[src/pkg/cmpc_pkg.sv]
// constants and types shared by the comparator control block
package cmpc_pkg;
    // register indices; byte address is four times the index
    localparam logic [2:0] CMPC_IDX_MAIN_CONTROL = 3'h0;
    localparam logic [2:0] CMPC_IDX_INPUT_SELECT = 3'h2;
    localparam logic [2:0] CMPC_IDX_IRQ_ENABLE = 3'h6;
    localparam logic [2:0] CMPC_IDX_STATUS = 3'h7;
    localparam int CMPC_ADDR_W = 5;

    // main control fields
    localparam int CMPC_ENABLE_BIT = 0;
    localparam int CMPC_HYST_LSB = 1;
    localparam int CMPC_EDGE_LSB = 4;
    localparam int CMPC_PAD_EN_BIT = 6;
    localparam int CMPC_STANDBY_BIT = 7;
    // input select fields
    localparam int CMPC_NEG_LSB = 0;
    localparam int CMPC_POS_LSB = 3;
    localparam int CMPC_INVERT_BIT = 7;
    localparam logic [7:0] CMPC_INPUT_SELECT_MASK = 8'h9b;
    // irq enable and status fields
    localparam int CMPC_IRQ_BIT = 0;
    localparam int CMPC_STATE_BIT = 4;

    // values after reset
    localparam logic [7:0] CMPC_MAIN_CONTROL_RST = 8'h00;
    localparam logic [7:0] CMPC_INPUT_SELECT_RST = 8'h00;
    localparam logic [7:0] CMPC_IRQ_ENABLE_RST = 8'h00;
    localparam logic [7:0] CMPC_STATUS_RST = 8'h00;

    // field encodings
    localparam logic [1:0] CMPC_POS_PIN_ZERO = 2'h0;
    localparam logic [1:0] CMPC_POS_PIN_ONE = 2'h1;
    localparam logic [1:0] CMPC_NEG_PIN_ZERO = 2'h0;
    localparam logic [1:0] CMPC_NEG_PIN_ONE = 2'h1;
    localparam logic [1:0] CMPC_NEG_VREF = 2'h2;

    typedef enum logic [1:0] {
        CMPC_EDGE_ANY = 2'b00,
        CMPC_EDGE_RSVD = 2'b01,
        CMPC_EDGE_FALL = 2'b10,
        CMPC_EDGE_RISE = 2'b11
    } cmpc_edge_t;

    typedef enum logic [1:0] {
        CMPC_SLEEP_ACTIVE = 2'b00,
        CMPC_SLEEP_IDLE = 2'b01,
        CMPC_SLEEP_STANDBY = 2'b10,
        CMPC_SLEEP_POWERDOWN = 2'b11
    } cmpc_sleep_t;

    // start-up times and cycle counts at 100 MHz
    localparam int CMPC_CLK_MHZ = 100;
    localparam int CMPC_STARTUP_CORE_NS = 2500;
    localparam int CMPC_STARTUP_VREF_NS = 60000;
    localparam int CMPC_STARTUP_CORE_CYC = (CMPC_STARTUP_CORE_NS * CMPC_CLK_MHZ + 999) / 1000;
    localparam int CMPC_STARTUP_VREF_CYC = (CMPC_STARTUP_VREF_NS * CMPC_CLK_MHZ + 999) / 1000;
    localparam int CMPC_STARTUP_W = 16;
endpackage

[src/design/cmpc_sync.sv]
// two-flop synchronizer for a level from outside the clock domain
`timescale 1ns/1ps
module cmpc_sync #(
    parameter int WIDTH = 1
) (
    input wire logic clk,
    input wire logic rst_n,
    input wire logic clkEn,
    input wire logic [WIDTH-1:0] asyncIn,
    output logic [WIDTH-1:0] syncOut
);
    logic [WIDTH-1:0] meta_reg;
    logic [WIDTH-1:0] meta_next;
    logic [WIDTH-1:0] sync_reg;
    logic [WIDTH-1:0] sync_next;

    always_comb begin
        meta_next = clkEn ? asyncIn : meta_reg;
        sync_next = clkEn ? meta_reg : sync_reg;
    end

    always_ff @(posedge clk or negedge rst_n) begin
        if (!rst_n) begin
            meta_reg <= '0;
            sync_reg <= '0;
        end else begin
            meta_reg <= meta_next;
            sync_reg <= sync_next;
        end
    end

    assign syncOut = sync_reg;
endmodule

[src/design/cmpc_top.sv]
// comparator control: registers, input select, edge flag, sleep gating
//
// The APB register port is this design's own decision.
`timescale 1ns/1ps
module cmpc_top
    import cmpc_pkg::*;
#(
    parameter int STARTUP_VREF_CYC = CMPC_STARTUP_VREF_CYC
) (
    input wire logic clk,
    input wire logic rst_n,
    input wire logic clkEn,
    // apb slave
    input wire logic psel,
    input wire logic penable,
    input wire logic pwrite,
    input wire logic [CMPC_ADDR_W-1:0] paddr,
    input wire logic [31:0] pwdata,
    input wire logic [3:0] pstrb,
    output logic [31:0] prdata,
    output logic pready,
    output logic pslverr,
    // sleep state from the power controller, same clock domain
    input wire logic [1:0] sleepMode,
    // analog core
    input wire logic cmpRaw,
    output logic analogEnable,
    output logic [1:0] hysteresisSelect,
    output logic positivePinZero,
    output logic positivePinOne,
    output logic negativePinZero,
    output logic negativePinOne,
    output logic negativeVref,
    // outputs to system
    output logic cmpResultValid,
    output logic eventOut,
    output logic padOut,
    output logic padOutEn,
    output logic irqReq
);
    logic [7:0] mainControl_reg;
    logic [7:0] mainControl_next;
    logic [7:0] inputSelect_reg;
    logic [7:0] inputSelect_next;
    logic irqEnable_reg;
    logic irqEnable_next;
    logic flag_reg;
    logic flag_next;
    logic state_reg;
    logic state_next;
    logic [CMPC_STARTUP_W-1:0] startup_reg;
    logic [CMPC_STARTUP_W-1:0] startup_next;
    logic startupDone_reg;
    logic startupDone_next;
    logic [31:0] prdata_reg;
    logic [31:0] prdata_next;

    logic enableBit;
    logic keepRunningInStandby;
    logic padOutputEnable;
    logic invertBit;
    cmpc_edge_t edgeSelect;
    cmpc_sleep_t sleepState;
    logic [1:0] positiveInputSelect;
    logic [1:0] negativeInputSelect;
    logic cmpActive;
    logic inputsValid;
    logic resultInv;
    logic resultSync;
    logic rising;
    logic falling;
    logic edgeHit;
    logic access;
    logic wrEn;
    logic mapped;
    logic [2:0] regIdx;
    logic lowLane;
    logic [CMPC_STARTUP_W-1:0] startupLoad;

    assign enableBit = mainControl_reg[CMPC_ENABLE_BIT];
    assign keepRunningInStandby = mainControl_reg[CMPC_STANDBY_BIT];
    assign padOutputEnable = mainControl_reg[CMPC_PAD_EN_BIT];
    assign edgeSelect = cmpc_edge_t'(mainControl_reg[CMPC_EDGE_LSB +: 2]);
    assign invertBit = inputSelect_reg[CMPC_INVERT_BIT];
    assign positiveInputSelect = inputSelect_reg[CMPC_POS_LSB +: 2];
    assign negativeInputSelect = inputSelect_reg[CMPC_NEG_LSB +: 2];
    assign sleepState = cmpc_sleep_t'(sleepMode);

    always_comb begin
        unique case (sleepState)
            CMPC_SLEEP_ACTIVE: cmpActive = enableBit;
            CMPC_SLEEP_IDLE: cmpActive = enableBit;
            CMPC_SLEEP_STANDBY: cmpActive = enableBit & keepRunningInStandby;
            CMPC_SLEEP_POWERDOWN: cmpActive = 1'b0;
        endcase
    end

    assign positivePinZero = cmpActive & (positiveInputSelect == CMPC_POS_PIN_ZERO);
    assign positivePinOne = cmpActive & (positiveInputSelect == CMPC_POS_PIN_ONE);
    assign negativePinZero = cmpActive & (negativeInputSelect == CMPC_NEG_PIN_ZERO);
    assign negativePinOne = cmpActive & (negativeInputSelect == CMPC_NEG_PIN_ONE);
    assign negativeVref = cmpActive & (negativeInputSelect == CMPC_NEG_VREF);
    assign inputsValid = (positivePinZero | positivePinOne)
        & (negativePinZero | negativePinOne | negativeVref);

    // hysteresis passed straight to the analog core
    assign hysteresisSelect = mainControl_reg[CMPC_HYST_LSB +: 2];
    assign analogEnable = cmpActive;

    // raw result is the core's pos-above-neg output
    assign resultInv = cmpRaw ^ invertBit;

    // event path bypasses all clocks so it works with the clock stopped
    // no event input exists on this block
    assign eventOut = cmpActive & resultInv;

    // pad released in power-down through cmpActive
    assign padOutEn = cmpActive & padOutputEnable;
    assign padOut = padOutEn & resultInv;

    cmpc_sync #(
        .WIDTH(1)
    ) u_sync (
        .clk(clk),
        .rst_n(rst_n),
        .clkEn(clkEn),
        .asyncIn(resultInv),
        .syncOut(resultSync)
    );

    // start-up window, longer when the reference is the negative input
    always_comb begin
        // decoded field, not negativeVref: that one is gated off while the counter loads
        startupLoad = CMPC_STARTUP_W'(CMPC_STARTUP_CORE_CYC);
        if (negativeInputSelect == CMPC_NEG_VREF) begin
            startupLoad = CMPC_STARTUP_W'(STARTUP_VREF_CYC);
        end
        startup_next = startup_reg;
        startupDone_next = startupDone_reg;
        if (clkEn) begin
            if (!cmpActive) begin
                startup_next = startupLoad;
                startupDone_next = 1'b0;
            end else if (startup_reg > CMPC_STARTUP_W'(1)) begin
                startup_next = startup_reg - CMPC_STARTUP_W'(1);
            end else begin
                startup_next = '0;
                startupDone_next = 1'b1;
            end
        end
    end
    assign cmpResultValid = startupDone_reg & inputsValid;

    // third flop after the synchronizer gives the three-cycle state
    // state_reg is the previous sample for edge compare
    assign rising = resultSync & ~state_reg;
    assign falling = ~resultSync & state_reg;

    always_comb begin
        unique case (edgeSelect)
            CMPC_EDGE_ANY: edgeHit = rising | falling;
            CMPC_EDGE_RSVD: edgeHit = 1'b0;
            CMPC_EDGE_FALL: edgeHit = falling;
            CMPC_EDGE_RISE: edgeHit = rising;
        endcase
    end

    // apb decode; each byte register sits in the low lane of its word
    assign access = psel & penable & clkEn;
    assign wrEn = access & pwrite;
    assign regIdx = paddr[4:2];
    assign lowLane = pstrb[0];
    always_comb begin
        unique case (regIdx)
            CMPC_IDX_MAIN_CONTROL: mapped = (paddr[1:0] == 2'h0);
            CMPC_IDX_INPUT_SELECT: mapped = (paddr[1:0] == 2'h0);
            CMPC_IDX_IRQ_ENABLE: mapped = (paddr[1:0] == 2'h0);
            CMPC_IDX_STATUS: mapped = (paddr[1:0] == 2'h0);
            default: mapped = 1'b0;
        endcase
    end
    // pready waits on clkEn so no transfer completes while state is frozen
    assign pready = clkEn;
    assign pslverr = psel & penable & ~mapped;

    always_comb begin
        mainControl_next = mainControl_reg;
        inputSelect_next = inputSelect_reg;
        irqEnable_next = irqEnable_reg;
        flag_next = flag_reg;
        state_next = state_reg;
        prdata_next = prdata_reg;
        if (clkEn) begin
            // state bit only moves while the core runs on a live clock
            if (cmpActive) begin
                state_next = resultSync;
            end
            if (wrEn && mapped && lowLane) begin
                unique case (regIdx)
                    CMPC_IDX_MAIN_CONTROL: mainControl_next = pwdata[7:0];
                    CMPC_IDX_INPUT_SELECT:
                        inputSelect_next = pwdata[7:0] & CMPC_INPUT_SELECT_MASK;
                    CMPC_IDX_IRQ_ENABLE: irqEnable_next = pwdata[CMPC_IRQ_BIT];
                    CMPC_IDX_STATUS: begin
                        if (pwdata[CMPC_IRQ_BIT]) begin
                            flag_next = 1'b0;
                        end
                    end
                    default: begin
                    end
                endcase
            end
            // flag set regardless of enable; set beats a same-cycle clear
            if (cmpActive && startupDone_reg && inputsValid && edgeHit) begin
                flag_next = 1'b1;
            end
            // read data latched in the setup cycle, so the access phase shows a flop
            prdata_next = '0;
            if (psel && !penable && !pwrite) begin
                unique case (regIdx)
                    CMPC_IDX_MAIN_CONTROL: prdata_next[7:0] = mainControl_reg;
                    CMPC_IDX_INPUT_SELECT: prdata_next[7:0] = inputSelect_reg;
                    CMPC_IDX_IRQ_ENABLE: prdata_next[CMPC_IRQ_BIT] = irqEnable_reg;
                    CMPC_IDX_STATUS: begin
                        prdata_next[CMPC_STATE_BIT] = state_reg;
                        prdata_next[CMPC_IRQ_BIT] = flag_reg;
                    end
                    default: prdata_next = '0;
                endcase
            end
        end
    end

    always_ff @(posedge clk or negedge rst_n) begin
        if (!rst_n) begin
            mainControl_reg <= CMPC_MAIN_CONTROL_RST;
            inputSelect_reg <= CMPC_INPUT_SELECT_RST;
            irqEnable_reg <= CMPC_IRQ_ENABLE_RST[CMPC_IRQ_BIT];
            flag_reg <= CMPC_STATUS_RST[CMPC_IRQ_BIT];
            state_reg <= CMPC_STATUS_RST[CMPC_STATE_BIT];
            startup_reg <= '0;
            startupDone_reg <= 1'b0;
            prdata_reg <= '0;
        end else begin
            mainControl_reg <= mainControl_next;
            inputSelect_reg <= inputSelect_next;
            irqEnable_reg <= irqEnable_next;
            flag_reg <= flag_next;
            state_reg <= state_next;
            startup_reg <= startup_next;
            startupDone_reg <= startupDone_next;
            prdata_reg <= prdata_next;
        end
    end

    // limitation: a read whose setup cycle falls while clkEn is low returns stale data
    assign prdata = prdata_reg;

    // request follows enable and flag until the flag clears
    assign irqReq = irqEnable_reg & flag_reg;
endmodule

[config.mk]
export PLATFORM = sky130hd
export DESIGN_NAME = cmpc_top
export DESIGN_NICKNAME = d
export VERILOG_FILES = /design/src/pkg/cmpc_pkg.sv /design/src/design/cmpc_sync.sv /design/src/design/cmpc_top.sv
export SDC_FILE = /design/constraint.sdc
export NUM_CORES = 1
export LEC_CHECK = 0
export BUFFER_PORTS_ARGS = -buffer_cell sky130_fd_sc_hd__buf_2
export CORE_MARGIN = 3
export CORE_UTILIZATION = 45
export CTS_BUF_LIST = sky130_fd_sc_hd__clkbuf_4 sky130_fd_sc_hd__clkbuf_8
export DETAILED_ROUTE_END_ITERATION = 16
export GPL_ROUTABILITY_DRIVEN = 0
export GPL_TIMING_DRIVEN = 0
export PLACE_DENSITY_LB_ADDON = 0.05
export SYNTH_ARGS = -nofsm -noshare
export SYNTH_HDL_FRONTEND = slang
export SYNTH_SLANG_ARGS = --single-unit
[constraint.sdc]
create_clock -name clk -period 2.1 [get_ports clk]
set_input_delay 0.42 -clock clk [delete_from_list [all_inputs] [get_ports clk]]
set_output_delay 0.42 -clock clk [all_outputs]
set_load 0.02 [all_outputs]
Word-level counts from Yosys, hierarchy flattened
Index checks and enable logic that the tools add are counted.
Widths: inputs -> output; s select.
{"block": "totals", "register_bits": 67, "inputBits": 50, "elab_cells": 94}
{"block": "op_classes", "n_addsub": 1, "n_bitwise": 26, "muxes": 17, "n_eq_ne": 13, "n_reduce_logical": 26, "n_lt_le_gt_ge": 1}
{"operator": "$mux 16", "count": 2}
{"operator": "$and 1x1->1", "count": 18}
{"operator": "$gt 16x1->1 const B", "count": 1}
{"operator": "$sub 16x1->16 const B", "count": 1}
{"operator": "$mux 13", "count": 1}
{"operator": "$pmux 3 s2", "count": 2}
{"operator": "$eq 2x2->1 const B", "count": 5}
{"operator": "$logic_not 2->1", "count": 5}
{"operator": "$reduce_and 3->1", "count": 3}
{"operator": "$eq 2x1->1 const B", "count": 4}
{"operator": "$mux 8", "count": 1}
{"operator": "$pmux 1 s4", "count": 2}
{"operator": "$logic_and 1x1->1", "count": 7}
{"operator": "$mux 1", "count": 7}
{"operator": "$eq 3x3->1 const B", "count": 2}
{"operator": "$pmux 1 s3", "count": 2}
{"operator": "$reduce_bool 2->1", "count": 3}
{"operator": "$or 1x1->1", "count": 4}
{"operator": "$reduce_and 2->1", "count": 2}
{"operator": "$reduce_and 4->1", "count": 1}
{"operator": "$reduce_or 4->1", "count": 1}
{"operator": "$eq 3x2->1 const B", "count": 1}
{"operator": "$logic_not 3->1", "count": 1}
{"operator": "$not 1->1", "count": 3}
{"operator": "other kinds (4)", "count": 5}

Depth between registers and ports, before layout
{"block": "logic_depth", "word_depth": 11, "mapped_depth": 6}

Hierarchy
From an unflattened synthesis, not the netlist that was laid out.
{"block": "hier_totals", "hier_cells": 248, "hier_area_um2": 2478.6}
{"mod": "cmpc_top", "n_inst": 1, "area_per_inst_um2": 2406.1, "cells_per_inst": 244, "seq_area_each_um2": 1026.0}
{"mod": "cmpc_sync", "n_inst": 1, "area_per_inst_um2": 72.6, "cells_per_inst": 4, "seq_area_each_um2": 50.0}

Worst setup path before layout
Ideal clock, no wire load.
{"block": "synth_path", "path_kind": "input to output", "from": "input sleepMode[0]", "to": "output padOut", "slack_ns": 0.191, "required_time_ns": 1.680, "n_path_buf": 1, "path_stages": 5, "t_arrival_ns": 1.489, "path_cell_list": "nor2b_1 > o21ai_1 > clkbuf_1 > nor2_1 > and2_1"}
{"block": "synth_via", "elab_chain_len": 5, "elab_cells_between_ends": 8}
{"element": "start: declaration", "line_no": "cmpc_top.sv:24", "rtl": "input wire logic [1:0] sleepMode,"}
{"element": "$eq 2x1->1 / $logic_not 2->1 (equally long branches)", "line_no": "cmpc_top.sv:90", "rtl": "unique case (sleepState)"}
{"element": "$reduce_or 2->1 (no source line)"}
{"element": "$pmux 1 s3 *", "line_no": "cmpc_top.sv:90"}
{"element": "$and 1x1->1 *", "line_no": "cmpc_top.sv:118", "rtl": "assign padOutEn = cmpActive & padOutputEnable;"}
{"element": "$and 1x1->1 *", "line_no": "cmpc_top.sv:119", "rtl": "assign padOut = padOutEn & resultInv;"}
{"element": "end: declaration", "line_no": "cmpc_top.sv:37", "rtl": "output logic padOut,"}
Every way passes the cells marked *; elsewhere a longest branch is shown, timed or not.

Final worst setup path
{"block": "layout_path", "from": "register mainControl_reg[7]", "to": "output padOut"}
{"block": "layout_via", "elab_chain_len": 4}
{"element": "start: declaration", "line_no": "cmpc_top.sv:41", "rtl": "logic [7:0] mainControl_reg;"}
{"element": "start signal: assignment", "line_no": "cmpc_top.sv:245", "rtl": "mainControl_reg <= mainControl_next;"}
{"element": "$and 1x1->1", "line_no": "cmpc_top.sv:93", "rtl": "CMPC_SLEEP_STANDBY: cmpActive = enableBit & keepRunningInStandby;"}
{"element": "$pmux 1 s3", "line_no": "cmpc_top.sv:90"}
{"element": "$and 1x1->1", "line_no": "cmpc_top.sv:118"}
{"element": "$and 1x1->1", "line_no": "cmpc_top.sv:119"}
Every way passes these cells.

==> impl_results.md <==
* Gr usage total at 19.0%
* Worst-path clk slew at 0.08 ns
* Initial drt markers at 98
* Vias in the first global route at 1908
* Worst-path maximum fanout at 5
* Crit end category: primary output
* Commonest non-fill, non-tap cell in the layout: buf_2
* GR Util met2 at 30.8%
* Post-DRT Antenna Nets at 0
* CP required at 1.68 ns
* Peak supply drop at 0.393 mV
* Max reg flops at 16
* Setup TNS at 0 ns
* Core ar. at between 0.005 and 0.006 mm²
* Slew Viols, Final at 0
* Die ar. at around 0.0066 mm²
* Status: complete, no violations
* Die X-Extent at 81.0 µm
* Met3 Use GR at around 4%
* Critical path class: flip-flop to primary output
* Hold WC Path Type: input port to async pin
* Placed Area at 0.00292 mm²
* Final WL at 5870 µm
* Number of diodes at 0
* Worst Max-Slew Pin Slew at 0.983 ns
* Post-Route Skew at 0.00220 ns
* CTS Hold Buffers Added at 0
* YS warnings at 0
* Most frequent cells in the layout: buf_2, dfrtp_1, buf_4
* Total Nets Final at 375
* Peak Freq at 500 MHz
* Die height at 81.0 µm
* R2R cell count at 6
* Grt ovf at 0
* WP buf/inv at 2
* Fraction of layout cells with a size suffix above 1 at a little over a third
* Origin of the critical flop-to-flop path: startup_reg[0]
* Reg2reg end: startup_reg[5]
* PD cells at ~530 mW/mm²
* Vias per cell at 5.22
* I/O pin cnt at 97
* Reg2Reg Setup Slack at 0.13 ns
* Largest delay contributor family on the critical path: flip-flops
* Clock Tree Buf Depth at 2
* Worst-Skew Late Latency at 0.30 ns
* Main flop type after synthesis: dfrtp_1
* H-tree levels at 2
* RSZ-0062 raised after global routing: false
* DRC violations left at 0
* Max-slew headroom at 34.5%
* Final Hold Fails at 0
* Area growth syn-to-layout at 21.4%
* CTS Sinks at 43
* CTS tree: done
* # port buffers at 44
* Final setup viols at 0
* Final worst slack at between 0.1 and 0.15 ns
* Core Rows at 26
* Post-route minimum period at between 1.5 and 2 ns
* Max-cap viol count at 0
* Post-synth cell types at 48
* TritonCTS Buffers at 5
* Cell type with the highest aggregate area in the netlist: dfrtp_1
* Area contributors post-synth: dfrtp_1, buf_4, mux2_2
* Synth async-reset ratio at 100%
* Mapped cell area at 0.00253 mm²
* Post-layout power at 1.63 mW
* Syn Inst Count at 245
* Final Cell Area at 0.00307 mm²
* CP arrival at 1.58 ns
* Worst hold slack at 0.279 ns
* Worst setup SP type: flip-flop
* Initial antenna violation count at 0
* Wirelength per Cell at 15.0 µm
* Post-synth EDFFs at 0
* Mapped Avg Cell Area at 10.3 µm²
* Pleak at 1.56 nW
* Seq cells post-synth at 43
* Via count at 2047
* Clk root buf: clkbuf_8
* Critical Path Slowest Stage Cell: dfrtp_1
* Synth top area share at 42.6%
* GR peak layer: met2
* Sequential share of the synthesized area at between 40% and 50%
* Place WS at -0.0325 ns
* First-pass GRT wire length at 9600 µm
* Period Utilization, post-route at between 90% and 100%
* Met1 Usage GRT at 25.9%
* Largest net degree at the start of global routing at 44
* Final HPWL DP at about 4300 µm
* CP Cell Sequence: nor2b_2 > o21ai_4 > buf_8 > nor2_1 > and2_1 > buf_2
* First-pass DRT Iterations at 4
* CP max stage delay at approximately 0.40 ns
* Initial Util at a little under half
==> worst register-to-register path, cell delays in order (launching register included) <==
cell and delay, ns:
dfrtp_1 0.43, inv_1 0.09, ha_1 0.25, o21ai_1 0.43
nor2_2 0.14, o41ai_1 0.38, a22o_1 0.20
==> cells in the mapped netlist, drive strengths merged (7+ instances only) <==
cell / count
nand2: 15
nor3: 8
o2bb2ai: 7
nor2: 13
a21oi: 10
buf: 29
nor4: 10
a22o: 7
dfrtp: 43
inv: 8
mux2: 15
o21ai: 18
==> cells by family after synthesis <==
family / count (synthesis) / synth area share [%]
buffers and inverters: 42 / 10.6
flip-flops: 43 / 42.6
XOR/XNOR: 1 / 0.346
other: 1 / 0.148
AO/OA/AOI/OAI: 65 / 18.8
multiplexers: 20 / 8.66
AND/OR/NAND/NOR: 69 / 17.0
adder cells (fa/ha/maj): 4 / 1.98
==> cell type report <==
class                   instances  area (µm²)
multi-input cells             183        1280
repair buffers                 46         253
flip-flops and latches         43        1080
plain buffers                  34         249
clock buffers                   5        68.8
well taps                      70        87.6
clock inverters                 3        20.0
inverters                       8        30.0
fillers                       508        2200
==> stage by stage <==
step / std cells / util (%)
global route: 392 / 58.2
floorplan: 268 / -
finish: 392 / 58.2
global placement: 382 / 55.5
detailed placement: 382 / 55.5
CTS: 390 / 57.4
==> layer usage <==
layer / vias up / wire length, µm
met5: - / 0
met4: 0 / 40
met3: 5 / 341
met2: 53 / 2760
met1: 981 / 2730
li1: 1008 / -
==> what timing repair did <==
action | 4_1_cts | 5_1_grt
pin swaps | 0 | 1
buffers inserted | 0 | 1
gates cloned | 0 | 1
setup endpoints to repair | 8 | 3
gates resized for setup | 5 | 3
==> worst max-delay path by stage <==
| stage | startpoint | endpoint | depth (start not counted) |
|---|---|---|---|
| after floorplan | sleepMode[0] | padOut | 5 |
| after global placement | paddr[2] | mainControl_reg[1] | 5 |
| after detailed placement | startup_reg[0] | startup_reg[5] | 6 |
| after CTS | mainControl_reg[7] | padOut | 6 |
| after global routing | startup_reg[0] | startup_reg[5] | 6 |
| final | mainControl_reg[7] | padOut | 6 |
==> power breakdown <==
part	internal, mW	switching [mW]
sequential	0.845	0.0212
combinational	0.0923	0.138
clock	0.232	0.302
No activity file was read; power rests on OpenSTA's default activity.
